File: config.mk
export PLATFORM = sky130hd
export DESIGN_NAME = lcs_input_stage
export DESIGN_NICKNAME = d
export VERILOG_FILES = /design/src/verilog/lcs_pkg.sv /design/src/verilog/lcs_input_stage.sv
export SDC_FILE = /design/constraint.sdc
export NUM_CORES = 1
export LEC_CHECK = 0
export ABC_AREA = 1
export BUFFER_PORTS_ARGS = -buffer_cell sky130_fd_sc_hd__buf_2
export CORE_MARGIN = 2
export CORE_UTILIZATION = 40
export CTS_CLUSTER_DIAMETER = 100
export DETAILED_ROUTE_END_ITERATION = 12
export SYNTH_ARGS = -nofsm -noshare
export SYNTH_HDL_FRONTEND = slang
export SYNTH_SLANG_ARGS = --single-unit
File: constraint.sdc
create_clock -name pclk -period 2 [get_ports pclk]
set_clock_uncertainty 0.2 [all_clocks]
set_input_delay 0.3 -clock pclk [delete_from_list [all_inputs] [get_ports pclk]]
set_output_delay 0.3 -clock pclk [all_outputs]
set_load 0.02 [all_outputs]
File: src/verilog/lcs_pkg.sv
// package: register map, field layout and reset values of the logic cell input stage
package lcs_pkg;
   localparam int unsigned ADDR_W = 12;
   localparam int unsigned DATA_W = 32;
   localparam int unsigned NUM_MUX = 4;
   localparam int unsigned NUM_GATE = 4;
   localparam int unsigned CODE_W = 3;
   // register byte offsets
   localparam logic [ADDR_W-1:0] OFS_SOURCE_SELECT = 12'h000;
   localparam logic [ADDR_W-1:0] OFS_GATE_ENABLE = 12'h004;
   localparam logic [ADDR_W-1:0] OFS_GATE_POLARITY = 12'h008;
   localparam logic [ADDR_W-1:0] OFS_LIVE_STATUS = 12'h00C;
   // selector field positions in the source select register
   localparam int unsigned MUX1_LSB = 0;
   localparam int unsigned MUX2_LSB = 4;
   localparam int unsigned MUX3_LSB = 8;
   localparam int unsigned MUX4_LSB = 12;
   localparam logic [DATA_W-1:0] SEL_IMPL_MASK = 32'h0000_7777;
   localparam logic [DATA_W-1:0] GATE_IMPL_MASK = 32'hFFFF_FFFF;
   localparam logic [DATA_W-1:0] POL_IMPL_MASK = 32'h0000_000F;
   // bits per gate byte in the gate enable register
   localparam int unsigned GATE_BYTE_W = 8;
   // live status layout: mux outputs low nibble, gate outputs next nibble
   localparam int unsigned STAT_MUX_LSB = 0;
   localparam int unsigned STAT_GATE_LSB = 4;
   // reset values
   localparam logic [DATA_W-1:0] SEL_RESET = 32'h0000_0000;
   localparam logic [DATA_W-1:0] GATE_RESET = 32'h0000_0000;
   localparam logic [DATA_W-1:0] POL_RESET = 32'h0000_0000;
   // selector codes
   localparam logic [CODE_W-1:0] CODE0 = 3'h0;
   localparam logic [CODE_W-1:0] CODE1 = 3'h1;
   localparam logic [CODE_W-1:0] CODE2 = 3'h2;
   localparam logic [CODE_W-1:0] CODE3 = 3'h3;
   localparam logic [CODE_W-1:0] CODE4 = 3'h4;
   localparam logic [CODE_W-1:0] CODE5 = 3'h5;
   localparam logic [CODE_W-1:0] CODE6 = 3'h6;
   localparam logic [CODE_W-1:0] CODE7 = 3'h7;
endpackage

File: src/verilog/lcs_input_stage.sv
// logic cell input stage: four source multiplexers, four input gates, APB registers
// Operation
// (RULE1) mux 4 selector sits in source select bits 14 to 12
// (RULE2) mux 4: 000 pin b, 101 real-time clock event, 100 third comparator
// (RULE3) mux 4: 110 and 111 compare-match events, 010 single-output unit output
// (RULE4) mux 4: 001 paired neighbour cell, 011 serial data in, reserved on cell 4
// (RULE5) mux 3 selector in bits 10 to 8; 000 pin a, 001 own cell output
// (RULE6) mux 3: 010 comparator 2, 011 serial out, 100 uart rx, 101, 110, 111
// (RULE7) mux 2 selector in bits 6 to 4; 000 pin b, 001 neighbour, 010 comparator 1
// (RULE8) mux 2: 011 uart tx, 100 converter done, 101 dma, 110 match, 111 unused
// (RULE9) mux 2 code 101 takes dma channel 0 on cells 1, 3, else channel 1
// (RULE10) mux 1 selector in bits 2 to 0; pin a, system, secondary, low-power clocks
// (RULE11) mux 1: 100 reference clock, 101 to 111 three multi-output unit outputs
// (RULE12) source select bits 31 to 15, 11, 7, 3 ignore writes, read zero
// (RULE13) source select bit 7 reads zero between mux 3 and mux 2 fields
// (RULE14) gate enable holds one byte per gate, gate 4 in bits 31 to 24
// (RULE15) each byte pairs true then negated enables, source 4 down to source 1
// (RULE16) a set true enable feeds the plain mux output into its gate
// (RULE17) a set negated enable feeds the complemented mux output into its gate
// (RULE18) clearing a true enable affects only that gate, not other gates
// (RULE19) each gate ors all its enabled true and complemented sources
// (RULE20) a gate with nothing enabled gives a constant set by its polarity
// (RULE21) polarity bit set inverts the gate output, clear passes it unchanged
// (RULE22) unused or reserved selector codes drive constant zero
// (RULE23) selectors and enables reset to zero and are software read/write
`timescale 1ns/1ns
`default_nettype none
module lcs_input_stage #(
   parameter int unsigned CELL_INDEX = 1
) (
   input wire logic pclk,
   input wire logic presetn,
   input wire logic psel,
   input wire logic penable,
   input wire logic pwrite,
   input wire logic [lcs_pkg::ADDR_W-1:0] paddr,
   input wire logic [lcs_pkg::DATA_W-1:0] pwdata,
   input wire logic [3:0] pstrb,
   output logic pready,
   output logic pslverr,
   output logic [lcs_pkg::DATA_W-1:0] prdata,
   input wire logic cell_input_pin_a,
   input wire logic cell_input_pin_b,
   input wire logic own_cell_out,
   input wire logic neighbour_cell_out,
   input wire logic sys_clock_src,
   input wire logic secondary_oscillator_clock,
   input wire logic low_power_rc_clock,
   input wire logic reference_clock_output,
   input wire logic [2:0] multi_output_capture_compare,
   input wire logic single_output_capture_compare_m3,
   input wire logic single_output_capture_compare_m4,
   input wire logic compare_match_event_m2,
   input wire logic [1:0] compare_match_event_m3,
   input wire logic [1:0] compare_match_event_m4,
   input wire logic first_comparator_output,
   input wire logic second_comparator_output,
   input wire logic third_comparator_output,
   input wire logic real_time_clock_event,
   input wire logic serial_data_in,
   input wire logic serial_data_out,
   input wire logic uart_rx_in,
   input wire logic uart_tx_out,
   input wire logic converter_done_event,
   input wire logic dma_ch0_irq,
   input wire logic dma_ch1_irq,
   output logic [lcs_pkg::NUM_MUX-1:0] mux_out,
   output logic [lcs_pkg::NUM_GATE-1:0] gate_out
);
   import lcs_pkg::*;

   logic [DATA_W-1:0] source_select_ff;
   logic [DATA_W-1:0] gate_input_enable_ff;
   logic [DATA_W-1:0] gate_polarity_invert_ff;
   logic [DATA_W-1:0] nxt_source_select;
   logic [DATA_W-1:0] nxt_gate_input_enable;
   logic [DATA_W-1:0] nxt_gate_polarity_invert;
   logic [DATA_W-1:0] prdata_ff;
   logic [DATA_W-1:0] nxt_prdata;

   // per-cell wiring choices
   localparam bit IS_CELL4 = (CELL_INDEX == 4);
   localparam bit ODD_CELL = (CELL_INDEX % 2) == 1;

   // apb decode
   wire access = psel & penable;
   wire hit_sel = (paddr == OFS_SOURCE_SELECT);
   wire hit_gate = (paddr == OFS_GATE_ENABLE);
   wire hit_pol = (paddr == OFS_GATE_POLARITY);
   wire hit_stat = (paddr == OFS_LIVE_STATUS);
   wire hit_any = hit_sel | hit_gate | hit_pol | hit_stat;
   wire wr_sel = access & pwrite & hit_sel;
   wire wr_gate = access & pwrite & hit_gate;
   wire wr_pol = access & pwrite & hit_pol;

   // byte-lane write mask from pstrb
   wire [DATA_W-1:0] lane_mask = {{8{pstrb[3]}}, {8{pstrb[2]}}, {8{pstrb[1]}}, {8{pstrb[0]}}};

   // selector fields
   wire [CODE_W-1:0] mux1_source_code = source_select_ff[MUX1_LSB +: CODE_W]; // RULE10
   wire [CODE_W-1:0] mux2_source_code = source_select_ff[MUX2_LSB +: CODE_W]; // RULE7
   wire [CODE_W-1:0] mux3_source_code = source_select_ff[MUX3_LSB +: CODE_W]; // RULE5
   wire [CODE_W-1:0] mux4_source_code = source_select_ff[MUX4_LSB +: CODE_W]; // RULE1

   // candidate vectors, index equals selector code
   wire [7:0] cand1;
   wire [7:0] cand2;
   wire [7:0] cand3;
   wire [7:0] cand4;
   wire dma_pick = ODD_CELL ? dma_ch0_irq : dma_ch1_irq; // RULE9

   // mux 1: pin, clocks, reference clock, multi-output unit
   assign cand1 = {multi_output_capture_compare[2], multi_output_capture_compare[1],
                   multi_output_capture_compare[0], reference_clock_output, // RULE11
                   low_power_rc_clock, secondary_oscillator_clock,
                   sys_clock_src, cell_input_pin_a}; // RULE10
   // mux 2: 111 drives zero
   assign cand2 = {1'b0, compare_match_event_m2, dma_pick, converter_done_event, // RULE22 RULE8
                   uart_tx_out & ~IS_CELL4, first_comparator_output,
                   neighbour_cell_out, cell_input_pin_b}; // RULE7
   // mux 3: cell 4 reserves 011 and 100
   assign cand3 = {compare_match_event_m3[1], compare_match_event_m3[0],
                   single_output_capture_compare_m3, uart_rx_in & ~IS_CELL4, // RULE6 RULE22
                   serial_data_out & ~IS_CELL4, second_comparator_output,
                   own_cell_out, cell_input_pin_a}; // RULE5
   // mux 4: cell 4 reserves 011
   assign cand4 = {compare_match_event_m4[1], compare_match_event_m4[0], // RULE3
                   real_time_clock_event, third_comparator_output, // RULE2
                   serial_data_in & ~IS_CELL4, single_output_capture_compare_m4, // RULE4 RULE22
                   neighbour_cell_out, cell_input_pin_b}; // RULE2 RULE4

   // mux outputs
   assign mux_out[0] = cand1[mux1_source_code];
   assign mux_out[1] = cand2[mux2_source_code];
   assign mux_out[2] = cand3[mux3_source_code];
   assign mux_out[3] = cand4[mux4_source_code];

   // input gates, one byte of enables each
   genvar g;
   genvar s;
   generate
      for (g = 0; g < NUM_GATE; g++) begin : gen_gate
         wire [GATE_BYTE_W-1:0] en_byte = gate_input_enable_ff[g*GATE_BYTE_W +: GATE_BYTE_W]; // RULE14
         wire [NUM_MUX-1:0] gate_source_true_enable;
         wire [NUM_MUX-1:0] gate_source_negated_enable;
         wire [NUM_MUX-1:0] term;
         for (s = 0; s < NUM_MUX; s++) begin : gen_src
            // source s+1: true at bit 2s+1, negated at bit 2s
            assign gate_source_true_enable[s] = en_byte[2*s+1]; // RULE15
            assign gate_source_negated_enable[s] = en_byte[2*s]; // RULE15
            assign term[s] = (mux_out[s] & gate_source_true_enable[s]) | // RULE16 RULE18
                             (~mux_out[s] & gate_source_negated_enable[s]); // RULE17
         end
         // or then polarity; empty gate yields polarity bit
         assign gate_out[g] = (|term) ^ gate_polarity_invert_ff[g]; // RULE19 RULE20 RULE21
      end
   endgenerate

   // next register values; unimplemented bits never stored
   assign nxt_source_select = wr_sel ?
      ((source_select_ff & ~lane_mask) | (pwdata & lane_mask)) & SEL_IMPL_MASK : // RULE12 RULE13
      source_select_ff;
   assign nxt_gate_input_enable = wr_gate ?
      ((gate_input_enable_ff & ~lane_mask) | (pwdata & lane_mask)) & GATE_IMPL_MASK :
      gate_input_enable_ff;
   assign nxt_gate_polarity_invert = wr_pol ?
      ((gate_polarity_invert_ff & ~lane_mask) | (pwdata & lane_mask)) & POL_IMPL_MASK :
      gate_polarity_invert_ff;

   // register storage
   always_ff @(posedge pclk or negedge presetn) begin
      if (!presetn) begin
         source_select_ff <= SEL_RESET; // RULE23
         gate_input_enable_ff <= GATE_RESET; // RULE23
         gate_polarity_invert_ff <= POL_RESET;
      end else begin
         source_select_ff <= nxt_source_select;
         gate_input_enable_ff <= nxt_gate_input_enable;
         gate_polarity_invert_ff <= nxt_gate_polarity_invert;
      end
   end

   // live status word
   wire [DATA_W-1:0] live_status = {24'h00_0000, gate_out, mux_out};

   // answer at once, error on an unmapped access
   assign pready = 1'b1;
   assign pslverr = access & ~hit_any;

   // read word picked by address; live status is taken in the setup cycle
   wire rd_setup = psel & ~penable & ~pwrite;
   wire [DATA_W-1:0] read_word = hit_sel ? source_select_ff : // RULE23
                                 hit_gate ? gate_input_enable_ff :
                                 hit_pol ? gate_polarity_invert_ff :
                                 hit_stat ? live_status : 32'h0000_0000;
   // captured at the setup edge so it stands through the access phase, zero otherwise
   assign nxt_prdata = rd_setup ? read_word : 32'h0000_0000;

   // read data register
   always_ff @(posedge pclk or negedge presetn) begin
      if (!presetn) begin
         prdata_ff <= 32'h0000_0000;
      end else begin
         prdata_ff <= nxt_prdata;
      end
   end
   assign prdata = prdata_ff;
endmodule
`default_nettype wire

Yosys cells after proc, flatten, opt, wreduce, memory -nomap -nowiden
Cells that the tools add are included.
Cells by class
  add/sub/neg operators: 0
  multipliers: 0
  div/mod/pow operators: 0
  $lt $le $gt $ge: 4
  equal/unequal tests: 3
  shift-type cells: 0
  multiplexer cells: 13
  bitwise logic cells: 78
  reductions and logical operators: 5
Operator list (count)
  32-bit two-way mux: 4
  32-bit bitwise AND: 2
  1-bit bitwise AND: 40
  32-bit NOT: 1
  32-bit OR: 1
  12-bit by 4-bit equality test with 1-bit output, second input constant: 2
  1-bit OR: 19
  3-bit by 4-bit less-than comparator with 1-bit output, second input constant: 4
  4-bit OR reduction: 4
  15-bit bitwise AND: 1
  15-bit OR: 1
  1-bit binary-select mux with 3-bit select: 4
  12-bit by 3-bit equality test with 1-bit output, second input constant: 1
  12-bit logical NOT: 1
  8-bit two-way mux: 1
  1-bit NOT: 7
  4-bit bitwise AND: 1
  1-bit two-way mux: 4
  4-bit OR: 1
  1-bit bitwise XOR: 4
Word-level totals
  bits in registers: 80
  bits in latches: 0
  RAM bits: 0
  ROM bits: 0
  input port bits: 82
  output and inout bits: 42
  word-level logic and storage cells: 107
  memories: 0

Longest topological paths before layout
  depth after elaboration: 12
  gate-level depth with buffers: 12
  mapped depth without buffers: 12

Least setup slack after synthesis
OpenSTA, ideal clock, no wires.
  path type: register to output
  start: register (tool-made name)
  end: output gate_out[1] (netlist name)
  data arrival time: 1.367 ns
  data required time: 1.500 ns
  path slack: 0.133 ns
  stages on the path, launching flop included: 12
  buffers on the path: 0
  path through: dfrtp_1 inv_2 or2_0 nand2_2 nand3_4 nand3_1 nand2_1 nor2_2 nand2_1 nand2_1 nand2_1 inv_1
RTL lines
  end, declared: RTL line lcs_input_stage.sv:68  | output logic [lcs_pkg::NUM_GATE-1:0] gate_out

==> flow_summary.yaml <==
floorplanning:
  die-height_microns: 104.7
  std_cell_rows: 36
  die_area_sq_um: 10950
  initial_core_util: 0.4127
  ioPinCount: 124
  core_sq_um: 9819
  die_x_microns: 104.7
logic_synthesis:
  seq_area_frac_synth: 0.4940
  synth_cell_type_count: 28
  synth_top_area_share: 0.4940
  ys_ff_latch: 80
  synthCells: 496
  syn_area_sq_um: 4053
  yosys_warnings: 0
  yosysTopAreaCell: "dfrtp_1"
  syn_avg_cell_area_sq_um: 8.171
  synthTopCellsByArea: "dfrtp_1, nand2_1, inv_1, nand3_1, mux2_2"
  synthesis.nets: 578
clocking:
  cts_inserted_buffers: 9
  cts_max_level: 3
  clockBufferDepth: 2
  cts_tree: "built"
  clkSlewWorstSetupHoldPaths_ns: 0.09
  clkLatencyLatePin_ns: 0.36
  clkSinkCount: 80
  cts_root_buf: "clkbuf_8"
sta:
  rsz0062_at_grt: "yes"
  setup_ws_ns: -0.4961
  post-route-period-util: 1.248
  slew_viol_final: 0
  fmax_mhz: 400.6
  period_minus_slack_ns: 2.496
  hold_viol_final: 0
  setup_viol: 9
critical_path:
  path_buf_inv: 3
  worstPathCellList: "inv_2 -> or2_1 -> nand2_2 -> nand3_4 -> nand3_2 -> nand2_1 -> nor2_2 -> nand2_1 -> nand2_2 -> nand2_2 -> inv_2 -> buf_6"
  critPathTopFamily: "simple AND/OR/NAND/NOR gates"
  path_class: "flip-flop to primary output"
  critPathRequiredTime_ns: 1.50
  crit_path_end_kind: "primary output"
  slowest_stage: "dfrtp_2"
  cpMostUsedCell: "nand2_2"
  cp-start-kind: "flip-flop"
  worstPathMaxFanout: 7
  cpPeakStageDelay_ns: 0.43
  worstPathArrival_ns: 2.00
place:
  placed_area_sq_um: 5082
  gp_congestion: 0.8610
  numPortBuffers: 121
  dp_slack_ns: -0.2105
  dp_hpwl_microns: 8462
cells_and_area:
  final_area_sq_um: 6045
  syn_to_final_growth_pct: 49.15
  drive_above_1_share: 0.4226
  fin_nets: 775
  fillers: 903
  antenna_cells: 0
route:
  first_pass_iters: 4
  antenna_left: 0
  route.detailed.drc: 0
  wl_per_cell_microns: 13.86
  via_per_inst: 4.682
  num_vias: 3891
  routed_wirelength_microns: 11520
  drtIter0Drc: 154
pwr:
  p_per_area_nw_per_um2: 565.0
  p_leak_nw: 3.331
  p_clk_frac: 0.433
  seq_power_share: 0.473
  p_sw_frac: 0.2272
  ir_drop_uv: 445.9
  p_int_mw: 2.639
  switchingPower_uw: 776.0
  power_mw: 3.415
  pwr-share-comb: 0.093
worst_hold_path:
  hold_path.class: "primary input to flip-flop"
run_status:
  outcome: "finished, violations left"
  violations: "setup timing"
grt:
  grt_pass1_vias: 3971
  grt_max_degree: 52
  antenna_found_initial: 0
  grt_use_total: 0.2172
  grt_first_pass_wirelength_microns: 18840
  grt-ovfl-total: 0
job:
  max-cap-violations: 0
[logic make-up after synthesis]
group / Yosys count / synth area share
buffers and inverters: 95 / 0.09262
DFF: 80 / 0.4940
muxes: 21 / 0.05742
other: 1 / 0.0009253
and+or+nand+nor: 248 / 0.2828
AOI/OAI and AO/OA: 51 / 0.07224
[cells in the final DEF (no fill, tap or decap), types with 5 or more instances in the layout]
cell type,Yosys,routed
a21oi_1,17,15
buf_2,9,112
buf_4,2,38
buf_6,0,18
clkbuf_8,0,10
dfrtp_1,80,75
dfrtp_2,0,5
dlygate4sd3_1,0,26
inv_1,78,71
inv_2,6,9
mux2_2,18,18
nand2_1,129,113
nand2_2,5,17
nand2_4,2,6
nand3_1,42,20
nand3_2,7,22
nand3_4,2,9
nor2_1,49,44
nor2_2,3,7
nor2_4,4,5
o21ai_0,6,6
o21ai_1,18,18
[final cells by class]
class                   count  area, sq um  share of cell area
flip-flops and latches     80         2008              0.3322
multi-input cells         321         1923              0.3182
repair buffers            197         1369              0.2265
inverters                  84        325.3             0.05382
well taps                 133        166.4             0.02753
clock buffers              10        137.6             0.02277
clock inverters             6        115.1             0.01904
[final timing paths]
path                       slack [ns]  depth (start not counted)                          to        from
max                             -0.50                         12                 gate_out[1]   flip-flop
min                              0.02                          3                   flip-flop  pwdata[14]
max reg2reg                     -0.18                         15                   prdata[5]   flip-flop
min reg2reg                      0.32                          2                   flip-flop   flip-flop
max in group asynchronous        0.76                          3  asynchronous set/reset pin     presetn
min in group asynchronous        0.21                          2                   prdata[3]     presetn
[synthesized netlist by cell type]
cell type  number
mux2_2         18
a32oi_1         4
or2_0           1
nand3_2         7
dfrtp_1        80
nor2_1         49
nor2_2          3
nor3_2          1
nand3_1        42
o21ai_1        18
nor3_4          1
inv_1          78
a21oi_1        17
nand2_2         5
nor2_4          4
mux2i_1         3
o21ai_0         6
nand3_4         2
nand3b_1        1
nand2_1       129
a21oi_2         2
conb_1          1
buf_4           2
nor3_1          1
a221oi_1        4
buf_2           9
nand2_4         2
inv_2           6
[through the flow]
stage / setup TNS, ns / util / cells / hold slack (ns)
floorplan: 0 / - / 496 / -0.1956
CTS: -2.251 / 0.5975 / 823 / 0.005142
detailed placement: -0.8112 / 0.5176 / 776 / 0.05793
global placement: -0.6478 / 0.5176 / 776 / 0.05181
finish: -2.718 / 0.6156 / 831 / 0.01997
global route: -3.734 / 0.6156 / 831 / 0.02476
[timing repair]
item / CTS / global route
setup endpoints to repair: 11 / 12
hold endpoints to repair: 59 / 0
hold buffers: 26 / 0
pin swaps: 17 / 8
gates resized for setup: 63 / 37
setup buffers: 5 / 9
[power groups by stage]
stage          logic (mW)  registers [mW]  clock network, mW
5_1_grt             0.352            1.62               1.57
2_1_floorplan      0.0828            1.65                  0
3_3_place_gp        0.241            1.65                  0
6_report            0.318            1.62               1.48
3_5_place_dp        0.244            1.65                  0
4_1_cts             0.306            1.62               1.51
[tightest hold or removal path, stage by stage]
cell	delay [ns]
buf_2	0.10
inv_1	0.07
o21ai_1	0.07
[per-layer routing]
metal  global-route usage  share of wire  wire, microns  up-vias
li1                     -              -              -     1952
met1               0.2693           0.44           5013     1832
met2               0.3880           0.51           5885       98
met3              0.04616          0.044            510        9
met4              0.04952         0.0095            110        0
met5                    0              0              0        -
No activity file was read; power rests on OpenSTA's default activity.
